### src/core/cpg_params.svh
// Register map, field positions and defaults of the complementary generator shutdown block
`ifndef CPG_PARAMS_SVH
`define CPG_PARAMS_SVH

// ------------------------------------------------------------
// Register byte offsets
// ------------------------------------------------------------
`define CPG_OFS_CTRL 8'h00
`define CPG_OFS_RSIM 8'h04
`define CPG_OFS_RIS 8'h08
`define CPG_OFS_ASD0 8'h0C
`define CPG_OFS_ASD1 8'h10
`define CPG_OFS_DBR 8'h14
`define CPG_OFS_DBF 8'h18
`define CPG_OFS_ISTAT 8'h1C
`define CPG_OFS_IMASK 8'h20
`define CPG_OFS_STAT 8'h24

// ------------------------------------------------------------
// Field positions
// ------------------------------------------------------------
`define CPG_CTRL_RDBS 2
`define CPG_CTRL_FDBS 3
`define CPG_CTRL_POL_LO 4
`define CPG_CTRL_POL_HI 7
`define CPG_ASD0_FORCE 7
`define CPG_ASD0_AUTO 6
`define CPG_ASD0_BD_HI 5
`define CPG_ASD0_BD_LO 4
`define CPG_ASD0_AC_HI 3
`define CPG_ASD0_AC_LO 2
`define CPG_SRC0_BIT 0
`define CPG_SEL_HI 3
`define CPG_DB_HI 5
`define CPG_INT_SHUT 0
`define CPG_INT_RESUME 1
`define CPG_INT_HI 1

// ------------------------------------------------------------
// Defaults
// ------------------------------------------------------------
`define CPG_CHAIN_DIV 4
`define CPG_DB_WIDTH 6

`endif

### src/core/cpg_pkg.sv
// Types shared by the complementary generator shutdown block
package cpg_pkg;
	// Override level choice for one output pair
	typedef enum logic [1:0] {
		OVR_INACT,
		OVR_LOW,
		OVR_HIGH,
		OVR_TRI
	} cpg_ovr_type;
	typedef logic [31:0] cpg_word_type;
endpackage

### src/core/cpg_deadband.sv
// Dead-band delay counter: fires one pulse the programmed count plus one ticks after a start
`timescale 1ns/10ps
`default_nettype none
module cpg_deadband #(
	parameter int CW = 6
) (
	input wire logic ref_clk,
	input wire logic sys_rst,
	input wire logic start,
	input wire logic abort,
	input wire logic [CW-1:0] count,
	input wire logic use_chain,
	input wire logic chain_tick,
	output logic done
);
	logic [CW-1:0] cnt_ff;
	logic busy_ff;
	logic done_ff;
	wire tick = use_chain ? chain_tick : 1'b1;
	wire at_zero = (cnt_ff == '0);

	// ------------------------------------------------------------
	// Counter
	// ------------------------------------------------------------
	// Load on start, count down on each tick, pulse when expired
	always_ff @(posedge ref_clk or posedge sys_rst) begin
		if (sys_rst) begin
			cnt_ff <= '0;
			busy_ff <= 1'b0;
			done_ff <= 1'b0;
		end else begin
			done_ff <= 1'b0;
			if (abort) begin
				busy_ff <= 1'b0;
			end else if (start) begin
				cnt_ff <= count;
				busy_ff <= 1'b1;
			end else if (busy_ff && tick) begin
				if (at_zero) begin
					busy_ff <= 1'b0;
					done_ff <= 1'b1;
				end else begin
					cnt_ff <= cnt_ff - 1'b1;
				end
			end
		end
	end

	assign done = done_ff;
endmodule // cpg_deadband
`default_nettype wire

### src/core/cpg_top.sv
// Complementary generator shutdown, restart and dead-band logic with APB registers
//
// Design decisions made here: the APB slave port and the register addresses.
`timescale 1ns/10ps
`include "cpg_params.svh"
`default_nettype none
module cpg_top #(
	parameter int CHAIN_DIV = `CPG_CHAIN_DIV,
	parameter int DBW = `CPG_DB_WIDTH
) (
	input wire logic ref_clk,
	input wire logic sys_rst,
	input wire logic psel,
	input wire logic penable,
	input wire logic pwrite,
	input wire logic [7:0] paddr,
	input wire logic [31:0] pwdata,
	output logic [31:0] prdata,
	output logic pready,
	output logic pslverr,
	input wire logic pin_in,
	input wire logic comparator1_result,
	input wire logic comparator2_result,
	input wire logic logic_cell2_result,
	input wire logic fall_event_in,
	output logic output_a,
	output logic output_a_oe,
	output logic output_b,
	output logic output_b_oe,
	output logic output_c,
	output logic output_c_oe,
	output logic output_d,
	output logic output_d_oe,
	output logic irq
);
	// ------------------------------------------------------------
	// Declarations
	// ------------------------------------------------------------
	logic pready_ff;
	logic pslverr_ff;
	cpg_pkg::cpg_word_type prdata_ff;
	logic rdbs_ff;
	logic fdbs_ff;
	logic [3:0] pol_ff;
	logic rising_source0_mode_ff;
	logic rising_source0_enable_ff;
	logic shutdown_force_bit_ff;
	logic auto_restart_enable_ff;
	logic [1:0] override_level_pair_ac_ff;
	logic [1:0] override_level_pair_bd_ff;
	logic [3:0] sel_ff;
	logic [DBW-1:0] rising_deadband_field_ff;
	logic [DBW-1:0] falling_deadband_field_ff;
	logic [`CPG_INT_HI:0] istat_ff;
	logic [`CPG_INT_HI:0] imask_ff;
	logic irq_ff;
	logic shut_ff;
	logic pin_q_ff;
	logic pwm_ff;
	logic prim_ff;
	logic comp_ff;
	logic [3:0] out_ff;
	logic [3:0] oe_ff;
	logic [7:0] div_ff;
	logic chain_tick_ff;
	logic rise_done;
	logic fall_done;
	logic [3:0] nxt_out;
	logic [3:0] nxt_oe;

	// ------------------------------------------------------------
	// APB decode
	// ------------------------------------------------------------
	// Answer comes in the second access cycle; writes land on that edge
	wire acc = psel && penable;
	wire nxt_pready = acc && !pready_ff;
	wire wr_en = acc && pready_ff && pwrite;
	wire hit_ctrl = (paddr == `CPG_OFS_CTRL);
	wire hit_rsim = (paddr == `CPG_OFS_RSIM);
	wire hit_ris = (paddr == `CPG_OFS_RIS);
	wire hit_asd0 = (paddr == `CPG_OFS_ASD0);
	wire hit_asd1 = (paddr == `CPG_OFS_ASD1);
	wire hit_dbr = (paddr == `CPG_OFS_DBR);
	wire hit_dbf = (paddr == `CPG_OFS_DBF);
	wire hit_istat = (paddr == `CPG_OFS_ISTAT);
	wire hit_imask = (paddr == `CPG_OFS_IMASK);
	wire hit_stat = (paddr == `CPG_OFS_STAT);
	wire mapped = hit_ctrl | hit_rsim | hit_ris | hit_asd0 | hit_asd1 | hit_dbr | hit_dbf
		| hit_istat | hit_imask | hit_stat;
	wire wr_asd0 = wr_en && hit_asd0;

	// Read data assembly, unused bits read zero
	wire [31:0] rd_ctrl = {24'h000000, pol_ff, fdbs_ff, rdbs_ff, 2'h0};
	wire [31:0] rd_asd0 = {24'h000000, shutdown_force_bit_ff, auto_restart_enable_ff,
		override_level_pair_bd_ff, override_level_pair_ac_ff, 2'h0};
	wire [31:0] rd_dbr = {26'h0000000, rising_deadband_field_ff};
	wire [31:0] rd_dbf = {26'h0000000, falling_deadband_field_ff};
	wire [31:0] rd_stat = {29'h00000000, comp_ff, prim_ff, shut_ff};
	wire [31:0] rd_mux = hit_ctrl ? rd_ctrl :
		hit_rsim ? {31'h00000000, rising_source0_mode_ff} :
		hit_ris ? {31'h00000000, rising_source0_enable_ff} :
		hit_asd0 ? rd_asd0 :
		hit_asd1 ? {28'h0000000, sel_ff} :
		hit_dbr ? rd_dbr :
		hit_dbf ? rd_dbf :
		hit_istat ? {30'h00000000, istat_ff} :
		hit_imask ? {30'h00000000, imask_ff} :
		hit_stat ? rd_stat : 32'h00000000;

	// Bus answer registers
	always_ff @(posedge ref_clk or posedge sys_rst) begin
		if (sys_rst) begin
			pready_ff <= 1'b0;
			pslverr_ff <= 1'b0;
			prdata_ff <= 32'h00000000;
		end else begin
			pready_ff <= nxt_pready;
			pslverr_ff <= nxt_pready && !mapped;
			prdata_ff <= (nxt_pready && !pwrite) ? rd_mux : 32'h00000000;
		end
	end

	// ------------------------------------------------------------
	// Configuration registers
	// ------------------------------------------------------------
	// Plain control fields written by software
	always_ff @(posedge ref_clk or posedge sys_rst) begin
		if (sys_rst) begin
			rdbs_ff <= 1'b0;
			fdbs_ff <= 1'b0;
			pol_ff <= 4'h0;
			rising_source0_mode_ff <= 1'b0;
			rising_source0_enable_ff <= 1'b0;
			auto_restart_enable_ff <= 1'b0;
			override_level_pair_ac_ff <= 2'h0;
			override_level_pair_bd_ff <= 2'h0;
			sel_ff <= 4'h0;
			imask_ff <= '0;
		end else if (wr_en) begin
			if (hit_ctrl) begin
				rdbs_ff <= pwdata[`CPG_CTRL_RDBS];
				fdbs_ff <= pwdata[`CPG_CTRL_FDBS];
				pol_ff <= pwdata[`CPG_CTRL_POL_HI:`CPG_CTRL_POL_LO];
			end
			if (hit_rsim)
				rising_source0_mode_ff <= pwdata[`CPG_SRC0_BIT];
			if (hit_ris)
				rising_source0_enable_ff <= pwdata[`CPG_SRC0_BIT];
			if (hit_asd0) begin
				auto_restart_enable_ff <= pwdata[`CPG_ASD0_AUTO];
				override_level_pair_ac_ff <= pwdata[`CPG_ASD0_AC_HI:`CPG_ASD0_AC_LO];
				override_level_pair_bd_ff <= pwdata[`CPG_ASD0_BD_HI:`CPG_ASD0_BD_LO];
			end
			if (hit_asd1)
				sel_ff <= pwdata[`CPG_SEL_HI:0];
			if (hit_imask)
				imask_ff <= pwdata[`CPG_INT_HI:0];
		end
	end

	// Dead-band counts keep their value across resets
	always_ff @(posedge ref_clk) begin
		if (wr_en && hit_dbr)
			rising_deadband_field_ff <= pwdata[`CPG_DB_HI:0];
		if (wr_en && hit_dbf)
			falling_deadband_field_ff <= pwdata[`CPG_DB_HI:0];
	end

	// ------------------------------------------------------------
	// Shutdown control
	// ------------------------------------------------------------
	// Selected sources assert while low
	wire [3:0] src_low = ~{logic_cell2_result, comparator2_result, comparator1_result, pin_in};
	wire src_active = |(sel_ff & src_low);
	wire force_set = (wr_asd0 && pwdata[`CPG_ASD0_FORCE]) || src_active;
	wire force_clr = (wr_asd0 && !pwdata[`CPG_ASD0_FORCE])
		|| auto_restart_enable_ff;
	wire nxt_force = force_set || (shutdown_force_bit_ff && !force_clr);
	wire shut_now = shutdown_force_bit_ff || src_active || shut_ff;

	// Rising event source 0
	wire pin_rise = pin_in && !pin_q_ff;
	wire rise_evt = rising_source0_enable_ff
		&& (rising_source0_mode_ff ? pin_rise : pin_in);
	wire nxt_shut = shutdown_force_bit_ff || src_active || (shut_ff && !rise_evt);

	// Force bit and merged shutdown state
	always_ff @(posedge ref_clk or posedge sys_rst) begin
		if (sys_rst) begin
			shutdown_force_bit_ff <= 1'b0;
			shut_ff <= 1'b0;
			pin_q_ff <= 1'b1; // Idle pin level, so no false edge after reset
		end else begin
			shutdown_force_bit_ff <= nxt_force;
			shut_ff <= nxt_shut;
			pin_q_ff <= pin_in;
		end
	end

	// ------------------------------------------------------------
	// Delay chain tick and dead-band counters
	// ------------------------------------------------------------
	// Divider stands in for the delay chain element period
	always_ff @(posedge ref_clk or posedge sys_rst) begin
		if (sys_rst) begin
			div_ff <= 8'h00;
			chain_tick_ff <= 1'b0;
		end else if (div_ff == 8'(CHAIN_DIV - 1)) begin
			div_ff <= 8'h00;
			chain_tick_ff <= 1'b1;
		end else begin
			div_ff <= div_ff + 8'h01;
			chain_tick_ff <= 1'b0;
		end
	end

	cpg_deadband #(.CW(DBW)) u_rise_db (
		.ref_clk(ref_clk),
		.sys_rst(sys_rst),
		.start(rise_evt),
		.abort(shut_now || fall_event_in),
		.count(rising_deadband_field_ff),
		.use_chain(rdbs_ff),
		.chain_tick(chain_tick_ff),
		.done(rise_done)
	);

	cpg_deadband #(.CW(DBW)) u_fall_db (
		.ref_clk(ref_clk),
		.sys_rst(sys_rst),
		.start(fall_event_in),
		.abort(shut_now || rise_evt),
		.count(falling_deadband_field_ff),
		.use_chain(fdbs_ff),
		.chain_tick(chain_tick_ff),
		.done(fall_done)
	);

	// ------------------------------------------------------------
	// Output drive latches
	// ------------------------------------------------------------
	// Primary rises after rising dead-band, complement after falling dead-band
	always_ff @(posedge ref_clk or posedge sys_rst) begin
		if (sys_rst) begin
			pwm_ff <= 1'b0;
			prim_ff <= 1'b0;
			comp_ff <= 1'b0;
		end else if (shut_now) begin
			pwm_ff <= 1'b0;
			prim_ff <= 1'b0;
			comp_ff <= 1'b0;
		end else if (rise_evt) begin
			pwm_ff <= 1'b1;
			comp_ff <= 1'b0;
		end else if (fall_event_in) begin
			pwm_ff <= 1'b0;
			prim_ff <= 1'b0;
		end else begin
			if (rise_done && pwm_ff)
				prim_ff <= 1'b1;
			if (fall_done && !pwm_ff)
				comp_ff <= 1'b1;
		end
	end

	// ------------------------------------------------------------
	// Override multiplexer
	// ------------------------------------------------------------
	// Even outputs follow the primary, odd ones the complement
	for (genvar i = 0; i < 4; i++) begin : g_out
		wire [1:0] ovr = (i % 2 == 0) ? override_level_pair_ac_ff : override_level_pair_bd_ff;
		wire norm = ((i % 2 == 0) ? prim_ff : comp_ff) ^ pol_ff[i];
		wire inact = ((i % 2 == 0) ? 1'b0 : 1'b1) ^ pol_ff[i];
		wire is_low = (ovr == cpg_pkg::OVR_LOW);
		wire is_high = (ovr == cpg_pkg::OVR_HIGH);
		wire is_tri = (ovr == cpg_pkg::OVR_TRI);
		assign nxt_out[i] = !shut_now ? norm :
			is_high ? 1'b1 :
			(is_low || is_tri) ? 1'b0 : inact;
		assign nxt_oe[i] = !(shut_now && is_tri);
	end

	// Registered pin drive
	always_ff @(posedge ref_clk or posedge sys_rst) begin
		if (sys_rst) begin
			out_ff <= 4'h0;
			oe_ff <= 4'h0;
		end else begin
			out_ff <= nxt_out;
			oe_ff <= nxt_oe;
		end
	end

	// ------------------------------------------------------------
	// Interrupts
	// ------------------------------------------------------------
	// Sticky events, write one to clear, a new event wins
	wire [`CPG_INT_HI:0] evt = {shut_ff && !nxt_shut, nxt_shut && !shut_ff};
	wire [`CPG_INT_HI:0] iclr = (wr_en && hit_istat) ? pwdata[`CPG_INT_HI:0] : '0;
	always_ff @(posedge ref_clk or posedge sys_rst) begin
		if (sys_rst) begin
			istat_ff <= '0;
			irq_ff <= 1'b0;
		end else begin
			istat_ff <= evt | (istat_ff & ~iclr);
			irq_ff <= |(istat_ff & imask_ff);
		end
	end

	// Port drive
	assign prdata = prdata_ff;
	assign pready = pready_ff;
	assign pslverr = pslverr_ff;
	assign {output_d, output_c, output_b, output_a} = out_ff;
	assign {output_d_oe, output_c_oe, output_b_oe, output_a_oe} = oe_ff;
	assign irq = irq_ff;

	// ------------------------------------------------------------
	// Assertions
	// ------------------------------------------------------------
	property p_sw_force;
		@(posedge ref_clk) disable iff (sys_rst)
		(wr_asd0 && pwdata[`CPG_ASD0_FORCE]) |=> shutdown_force_bit_ff ##1 shut_ff;
	endproperty
	a_sw_force: assert property (p_sw_force) else $error("force write did not shut down");

	property p_hold_until_rise;
		@(posedge ref_clk) disable iff (sys_rst)
		(shut_ff && !rise_evt) |=> shut_ff;
	endproperty
	a_hold_until_rise: assert property (p_hold_until_rise) else $error("shutdown left early");

	property p_auto_clear;
		@(posedge ref_clk) disable iff (sys_rst)
		(auto_restart_enable_ff && shutdown_force_bit_ff && !src_active
			&& !(wr_asd0 && pwdata[`CPG_ASD0_FORCE])) |=> !shutdown_force_bit_ff;
	endproperty
	a_auto_clear: assert property (p_auto_clear) else $error("auto restart did not clear force");

	property p_ext_latch_reset;
		@(posedge ref_clk) disable iff (sys_rst)
		src_active |=> (shut_ff && !prim_ff && !comp_ff);
	endproperty
	a_ext_latch_reset: assert property (p_ext_latch_reset) else $error("latches not reset");

	property p_pin_source;
		@(posedge ref_clk) disable iff (sys_rst)
		(sel_ff[0] && !pin_in) || (sel_ff[3] && !logic_cell2_result) |=> shutdown_force_bit_ff;
	endproperty
	a_pin_source: assert property (p_pin_source) else $error("low source ignored");

	property p_clear_blocked;
		@(posedge ref_clk) disable iff (sys_rst)
		(src_active && wr_asd0 && !pwdata[`CPG_ASD0_FORCE]) |=> shutdown_force_bit_ff;
	endproperty
	a_clear_blocked: assert property (p_clear_blocked) else $error("force cleared under fault");

	property p_ac_low;
		@(posedge ref_clk) disable iff (sys_rst)
		(shut_now && override_level_pair_ac_ff == cpg_pkg::OVR_LOW)
			|=> (!output_a && output_a_oe && !output_c);
	endproperty
	a_ac_low: assert property (p_ac_low) else $error("A/C not forced low");

	property p_bd_tri;
		@(posedge ref_clk) disable iff (sys_rst)
		(shut_now && override_level_pair_bd_ff == cpg_pkg::OVR_TRI)
			|=> (!output_b_oe && !output_d_oe);
	endproperty
	a_bd_tri: assert property (p_bd_tri) else $error("B/D not released");

	property p_inact_pol;
		@(posedge ref_clk) disable iff (sys_rst)
		(shut_now && override_level_pair_ac_ff == cpg_pkg::OVR_INACT)
			|=> (output_a == $past(pol_ff[0]));
	endproperty
	a_inact_pol: assert property (p_inact_pol) else $error("inactive level ignores polarity");

	property p_high_no_pol;
		@(posedge ref_clk) disable iff (sys_rst)
		(shut_now && override_level_pair_bd_ff == cpg_pkg::OVR_HIGH) |=> (output_b && output_d);
	endproperty
	a_high_no_pol: assert property (p_high_no_pol) else $error("forced high inverted");

	property p_rise_gate;
		@(posedge ref_clk) disable iff (sys_rst)
		(rising_source0_enable_ff && !rising_source0_mode_ff && pin_in) |-> rise_evt;
	endproperty
	a_rise_gate: assert property (p_rise_gate) else $error("level rising event missed");

	property p_rise_off;
		@(posedge ref_clk) disable iff (sys_rst)
		!rising_source0_enable_ff |-> !rise_evt;
	endproperty
	a_rise_off: assert property (p_rise_off) else $error("disabled source made event");

	property p_prim_after_db;
		@(posedge ref_clk) disable iff (sys_rst)
		$rose(prim_ff) |-> $past(rise_done);
	endproperty
	a_prim_after_db: assert property (p_prim_after_db) else $error("primary skipped dead-band");

	property p_comp_after_db;
		@(posedge ref_clk) disable iff (sys_rst)
		$rose(comp_ff) |-> $past(fall_done);
	endproperty
	a_comp_after_db: assert property (p_comp_after_db) else $error("complement skipped dead-band");

	property p_db_upper_zero;
		@(posedge ref_clk) disable iff (sys_rst)
		(nxt_pready && !pwrite && (hit_dbr || hit_dbf)) |=> (prdata[31:6] == 26'h0000000);
	endproperty
	a_db_upper_zero: assert property (p_db_upper_zero) else $error("count upper bits not zero");

	property p_merge;
		@(posedge ref_clk) disable iff (sys_rst)
		(shutdown_force_bit_ff || src_active) |=> shut_ff;
	endproperty
	a_merge: assert property (p_merge) else $error("shutdown state not merged");
endmodule // cpg_top
`default_nettype wire

### config.mk
export PLATFORM = sky130hd
export DESIGN_NAME = cpg_top
export DESIGN_NICKNAME = d
export VERILOG_FILES = /design/src/core/cpg_pkg.sv /design/src/core/cpg_deadband.sv /design/src/core/cpg_top.sv
export VERILOG_INCLUDE_DIRS = /design/src /design/src/core
export SDC_FILE = /design/constraint.sdc
export NUM_CORES = 1
export LEC_CHECK = 0
export BUFFER_PORTS_ARGS = -buffer_cell sky130_fd_sc_hd__buf_2
export CORE_UTILIZATION = 28
export CTS_BUF_LIST = sky130_fd_sc_hd__clkbuf_2
export DETAILED_ROUTE_END_ITERATION = 8
export PLACE_DENSITY_LB_ADDON = 0.12
export REMOVE_ABC_BUFFERS = 1
export SYNTH_ARGS = -nofsm -noshare
export SYNTH_HDL_FRONTEND = slang
export SYNTH_SLANG_ARGS = --single-unit
### constraint.sdc
create_clock -name ref_clk -period 5.15 [get_ports ref_clk]
set_clock_uncertainty 0.1 [all_clocks]
set_input_delay 0.2575 -clock ref_clk [delete_from_list [all_inputs] [get_ports ref_clk]]
set_output_delay 0.2575 -clock ref_clk [all_outputs]
set_load 0.005 [all_outputs]
# After elaboration in Yosys (flattened, before gate mapping)
# Index checks and enable logic that the tools add are counted.
dict set report op_classes {
  addsub 3
  eq_ne 20
  n_mux 62
  bitwise_logic 23
  reduce_logical 72
}
# op n
set op_table {}
lappend op_table {{$mux W6} 9}
lappend op_table {{$mux W8} 6}
lappend op_table {{$mux W1} 43}
lappend op_table {{$eq A8 B5 Y1 const B} 4}
lappend op_table {{$logic_and A1 B1 Y1} 24}
lappend op_table {{$reduce_bool A3 Y1} 7}
lappend op_table {{$reduce_and A2 Y1} 10}
lappend op_table {{$eq A8 B4 Y1 const B} 2}
lappend op_table {{$eq A8 B6 Y1 const B} 2}
lappend op_table {{$logic_not A1 Y1} 12}
lappend op_table {{$logic_not A6 Y1} 2}
lappend op_table {{$sub A6 B1 Y6 const B} 2}
lappend op_table {{$logic_or A1 B1 Y1} 10}
lappend op_table {{$mux W3} 3}
lappend op_table {{$or A1 B1 Y1} 9}
lappend op_table {{$add A8 B1 Y8 const B} 1}
lappend op_table {{$eq A2 B2 Y1 const B} 4}
lappend op_table {{$eq A8 B2 Y1 const B} 1}
lappend op_table {{$eq A8 B3 Y1 const B} 1}
lappend op_table {{$logic_not A8 Y1} 1}
lappend op_table {{$ne A2 B2 Y1 const B} 3}
lappend op_table {{$reduce_and A3 Y1} 2}
lappend op_table {{$and A2 B2 Y2} 2}
lappend op_table {{$and A4 B4 Y4} 1}
lappend op_table {{other kinds (11)} 19}
dict set report word_totals {
  register_bits 83
  in_bits 50
}

# Longest topological paths before layout
dict set report depth {
  depth_word 12
  ltp_mapped 8
}

# By module
# Synthesis repeated with hierarchy kept, for this count alone.
dict set report hier_totals {
  cells_unflattened 389
  hier_area_um2 4210.3
}
# mod instances cells_per_inst area_each_um2
set modules_own_cells {}
lappend modules_own_cells {cpg_top 1 291 3239.4}
lappend modules_own_cells {cpg_deadband 2 49 485.5}

# Least setup slack after synthesis
# No wires, ideal clock.
dict set report synth_path {
  path_kind {register to register}
  from {reg sel_ff[2]}
  to {reg out_ff[0]}
  setup_time_ps 120
  arrival_time_ps 1718
  required_ps 4930
  setup_slack_ps 3211
  path_stages_with_launch 6
  n_path_buf 0
  period_less_slack_ps 1939
  cell_sequence {dfrtp_1 nor2b_1 a2111oi_4 and2_1 mux2_2 o211a_1}
}
dict set report synth_via {
  elab_chain_len 5
}
# element line_no
set synth_lines {}
lappend synth_lines {{from (decl)} cpg_top.sv:51} ;# logic [3:0] sel_ff;
lappend synth_lines {{from (signal assigned)} cpg_top.sv:155} ;# sel_ff <= pwdata[`CPG_SEL_HI:0];
lappend synth_lines {{$and A4 B4 Y4} cpg_top.sv:174} ;# wire src_active = |(sel_ff & src_low);
lappend synth_lines {{$reduce_or A4 Y1} cpg_top.sv:174}
lappend synth_lines {{$logic_or A1 B1 Y1 (2 in series)} cpg_top.sv:179} ;# wire shut_now = shutdown_force_bit_ff || src_active || shut_ff;
lappend synth_lines {{$mux W1} cpg_top.sv:277} ;# assign nxt_out[i] = !shut_now ? norm :
lappend synth_lines {{named net nxt_out[0]} cpg_top.sv:68} ;# logic [3:0] nxt_out;
lappend synth_lines {{to (signal assigned)} cpg_top.sv:289} ;# out_ff <= nxt_out;
lappend synth_lines {{to (decl)} cpg_top.sv:62} ;# logic [3:0] out_ff;
# The timed path passes the listed nets, and every way through them passes these cells.
# A chain may end at the register's enable or synchronous reset.

# Final worst setup path
dict set report layout_path {
  from {reg sel_ff[2]}
  to {reg u_fall_db.cnt_ff[0]}
}
dict set report layout_via {
  elab_chain_len 7
}
# element line_no
set layout_lines {}
lappend layout_lines {{$and A4 B4 Y4} cpg_top.sv:174}
lappend layout_lines {{$reduce_or A4 Y1} cpg_top.sv:174}
lappend layout_lines {{$logic_or A1 B1 Y1 (2 in series)} cpg_top.sv:179}
lappend layout_lines {{$logic_or A1 B1 Y1} cpg_top.sv:232} ;# .abort(shut_now || rise_evt),
lappend layout_lines {{$not A1 Y1 (no line)} n/a}
lappend layout_lines {{$reduce_and A3 Y1 (no line)} n/a}
lappend layout_lines {{to (signal assigned)} cpg_deadband.sv:36} ;# cnt_ff <= count;
lappend layout_lines {{to (signal assigned)} cpg_deadband.sv:43} ;# cnt_ff <= cnt_ff - 1'b1;
lappend layout_lines {{to (decl)} cpg_deadband.sv:16} ;# logic [CW-1:0] cnt_ff;
# No other way between the ends.

==> flow_summary.ini <==
[finish]
areaGrowthSynthToFinish_pct = 13.8
fill_cells = 1434
finalInstanceArea_mm2 = 0.00464
post-route-util_pct = 33.1
final_cells = 621
drive_above_1_share_pct = 21.6
final_nets = 490

[yosys]
netlist_area_mm2 = 0.00408
syn_avg_cell_area_um2 = 10.9
ys_ff_latch = 81
synth_flop_cell = dfrtp_1
async_flop_share_pct = 85.2
synth_cell_types = 62
synth-edff-count = 12
postSynthCellCount = 375
ys_top_cells_by_area = dfrtp_1, edfxtp_1, mux2_2
yosys_warnings = 0
ys_seq_area_share_pct = 51.2
synth_top_cell_by_area = dfrtp_1
synth_top_area_share_pct = 41.7

[clock_network]
cts_htree_levels = 3
ctsLongestPathBuffers = 2
numCtsBuffers = 9
clkSinkCount = 81
clock-root-buffer = clkbuf_2
cts_tree = built
cts-resized-gates = 0
clkTransAtPathRegs_ns = 0.23
clkLatencyLatePin_ns = 0.57

[floorplan]
die_area_mm2 = 0.0151
die_y_um = 123
boundaryPins = 93
rows = 43
die_w_um = 123
initial_core_util_pct = 29.1
coreArea_mm2 = 0.0140

[grt]
antenna_found_initial = 1
gr-total-overflow = 0
grt_pass1_vias = 2864
track_usage_pct = 14.7
grt_start_max_net_pins = 70
grt_pass1_wl_mm = 16.3

[status]
outcome = finished, final reports clean

[setup_path]
cp.required_ns = 5.52
arrival_ns = 3.07
cp-start-kind = flip-flop
criticalPathCategory = reg -> reg
cp_max_fo = 13
endpoint_kind = flip-flop

[power]
p_leak_nw = 2.01
total_power_mw = 1.03
peakVddDrop_mv = 0.0773
powerDensity_mw_per_mm2 = 222

[sta]
fin_tns_setup_ns = 0
fin_crit_sh_pct = 52.5
fin_crit_ns = 2.70
relSlewSlack_pct = 21.0
worstMarginPinSlew_ns = 1.18
hold_viol_final = 0
setup_slack_ns = 2.45
rsz0062_at_grt = no
final-setup-viol-count = 0
fmax_mhz = 370
fin_hold_ws_ns = 0.0666
final_max_slew_viol_count = 0

[route]
drc = 0
drt_first_pass_iters = 4
wire_per_inst_um = 16.5
vias = 3060
finalWirelength_mm = 10.3
ant_nets = 0
routed_via_density = 4.93
first_iter_violations = 169

[placement]
gp_congestion = 0.744
hpwl_mm = 7.23
dpl_cell_area_mm2 = 0.00436
portBuffers = 44
dp.cells = 585
dpl_worst_slack_ns = 2.47

[min_path]
hold_class = in -> reg

[run]
cap_violations = 0
==> per-layer routing <==
metal	global-route usage (%)	vias up	wire length, um
met1	21.3	1522	5080
met4	7.32	0	261
met2	21.2	81	4540
li1	-	1444	-
met3	2.28	13	368
met5	0	-	0
==> synth_stat cells (3+ instances only) <==
cell type  count
nor2b_1        8
buf_4         28
edfxtp_1      12
a22oi_1       10
dfrtp_1       68
a221oi_1       3
and3_1         3
a31oi_1        3
nor2_1        30
or3_1          3
ha_1           5
o2bb2ai_1      4
and2_1         3
nor3b_1        5
inv_1         10
o21ai_0       16
nor4_1         3
xnor2_1        5
a211oi_1       3
nor3_1        18
mux2i_1        5
a21oi_1       18
nand3_1       16
nand2_1       19
clkbuf_1       7
mux2_2        22
==> timing repair <==
action                                 in CTS  in global routing
endpoints found under the hold margin     106                  0
hold buffers                               19                  0
buffers inserted                            0                  0
==> cells by family after synthesis <==
group,after synthesis,synth area share (%)
compound gates,77,13.2
xor+xnor,6,1.29
fa+ha+maj,5,1.53
buf+inv,48,7.18
flops,81,51.2
mux,27,7.30
other cells,1,0.0919
simple gates,130,18.2
==> path summary, 6_finish.rpt <==
kind	slack (ns)	cells after the start	to	startpoint
worst min-delay path	0.07	3	prdata[0]	paddr[3]
worst min register to register	0.40	1	div_ff[7]	div_ff[7]
worst max register to register	2.45	5	u_fall_db.cnt_ff[0]	sel_ff[2]
max in group asynchronous	3.99	4	prdata[0]	sys_rst
worst max-delay path	2.45	5	u_fall_db.cnt_ff[0]	sel_ff[2]
min in group asynchronous	0.37	4	rising_source0_enable_ff	sys_rst
==> critical path, stage by stage (launching register included) <==
cell and delay, ns:
dfrtp_1 0.45, nor2b_1 0.16, a2111oi_4 0.68, nand2_1 0.49, or2_1 0.42, a211o_1 0.30
==> layout make-up <==
cell class,count,area (um2),area share [%]
flip-flops and latches,81,2090,45.0
multi-input cells,269,1790,38.5
repair buffers,64,418,9.00
well taps,180,225,4.85
clock buffers,10,50.0,1.08
inverters,10,37.5,0.809
clock inverters,6,35.0,0.755
diodes,1,2.50,0.0539
==> cell usage in the layout, fill, tap and decap left out, types with 8 or more instances in the layout <==
cell | netlist | layout
dlygate4sd3_1 | 0 | 19
nand2_1 | 19 | 19
nor2b_1 | 8 | 8
inv_1 | 10 | 9
nor3_1 | 18 | 18
edfxtp_1 | 12 | 12
buf_2 | 0 | 44
nand3_1 | 16 | 16
o21ai_0 | 16 | 16
nor2_1 | 30 | 30
conb_1 | 1 | 24
a22oi_1 | 10 | 10
dfrtp_1 | 68 | 68
mux2_2 | 22 | 22
clkbuf_2 | 0 | 10
a21oi_1 | 18 | 18
==> registers in the layout, indices dropped and copies added (netlist names), 2 cells and up <==
register	cells
g_out.ovr	4
imask_ff	2
rising_deadband_field_ff	6
pol_ff	4
prdata	8
falling_deadband_field_ff	6
out_ff	4
div_ff	8
sel_ff	4
u_rise_db.cnt_ff	6
oe_ff	2
istat_ff	2
u_fall_db.cnt_ff	6
==> report_power, final <==
| group | internal, mW | switching (mW) |
|---|---|---|
| Sequential | 0.654 | 0.00456 |
| Clock | 0.0617 | 0.229 |
| Combinational | 0.0310 | 0.0516 |
| Total | 0.747 | 0.285 |
Power figures use the tool's default switching activity.
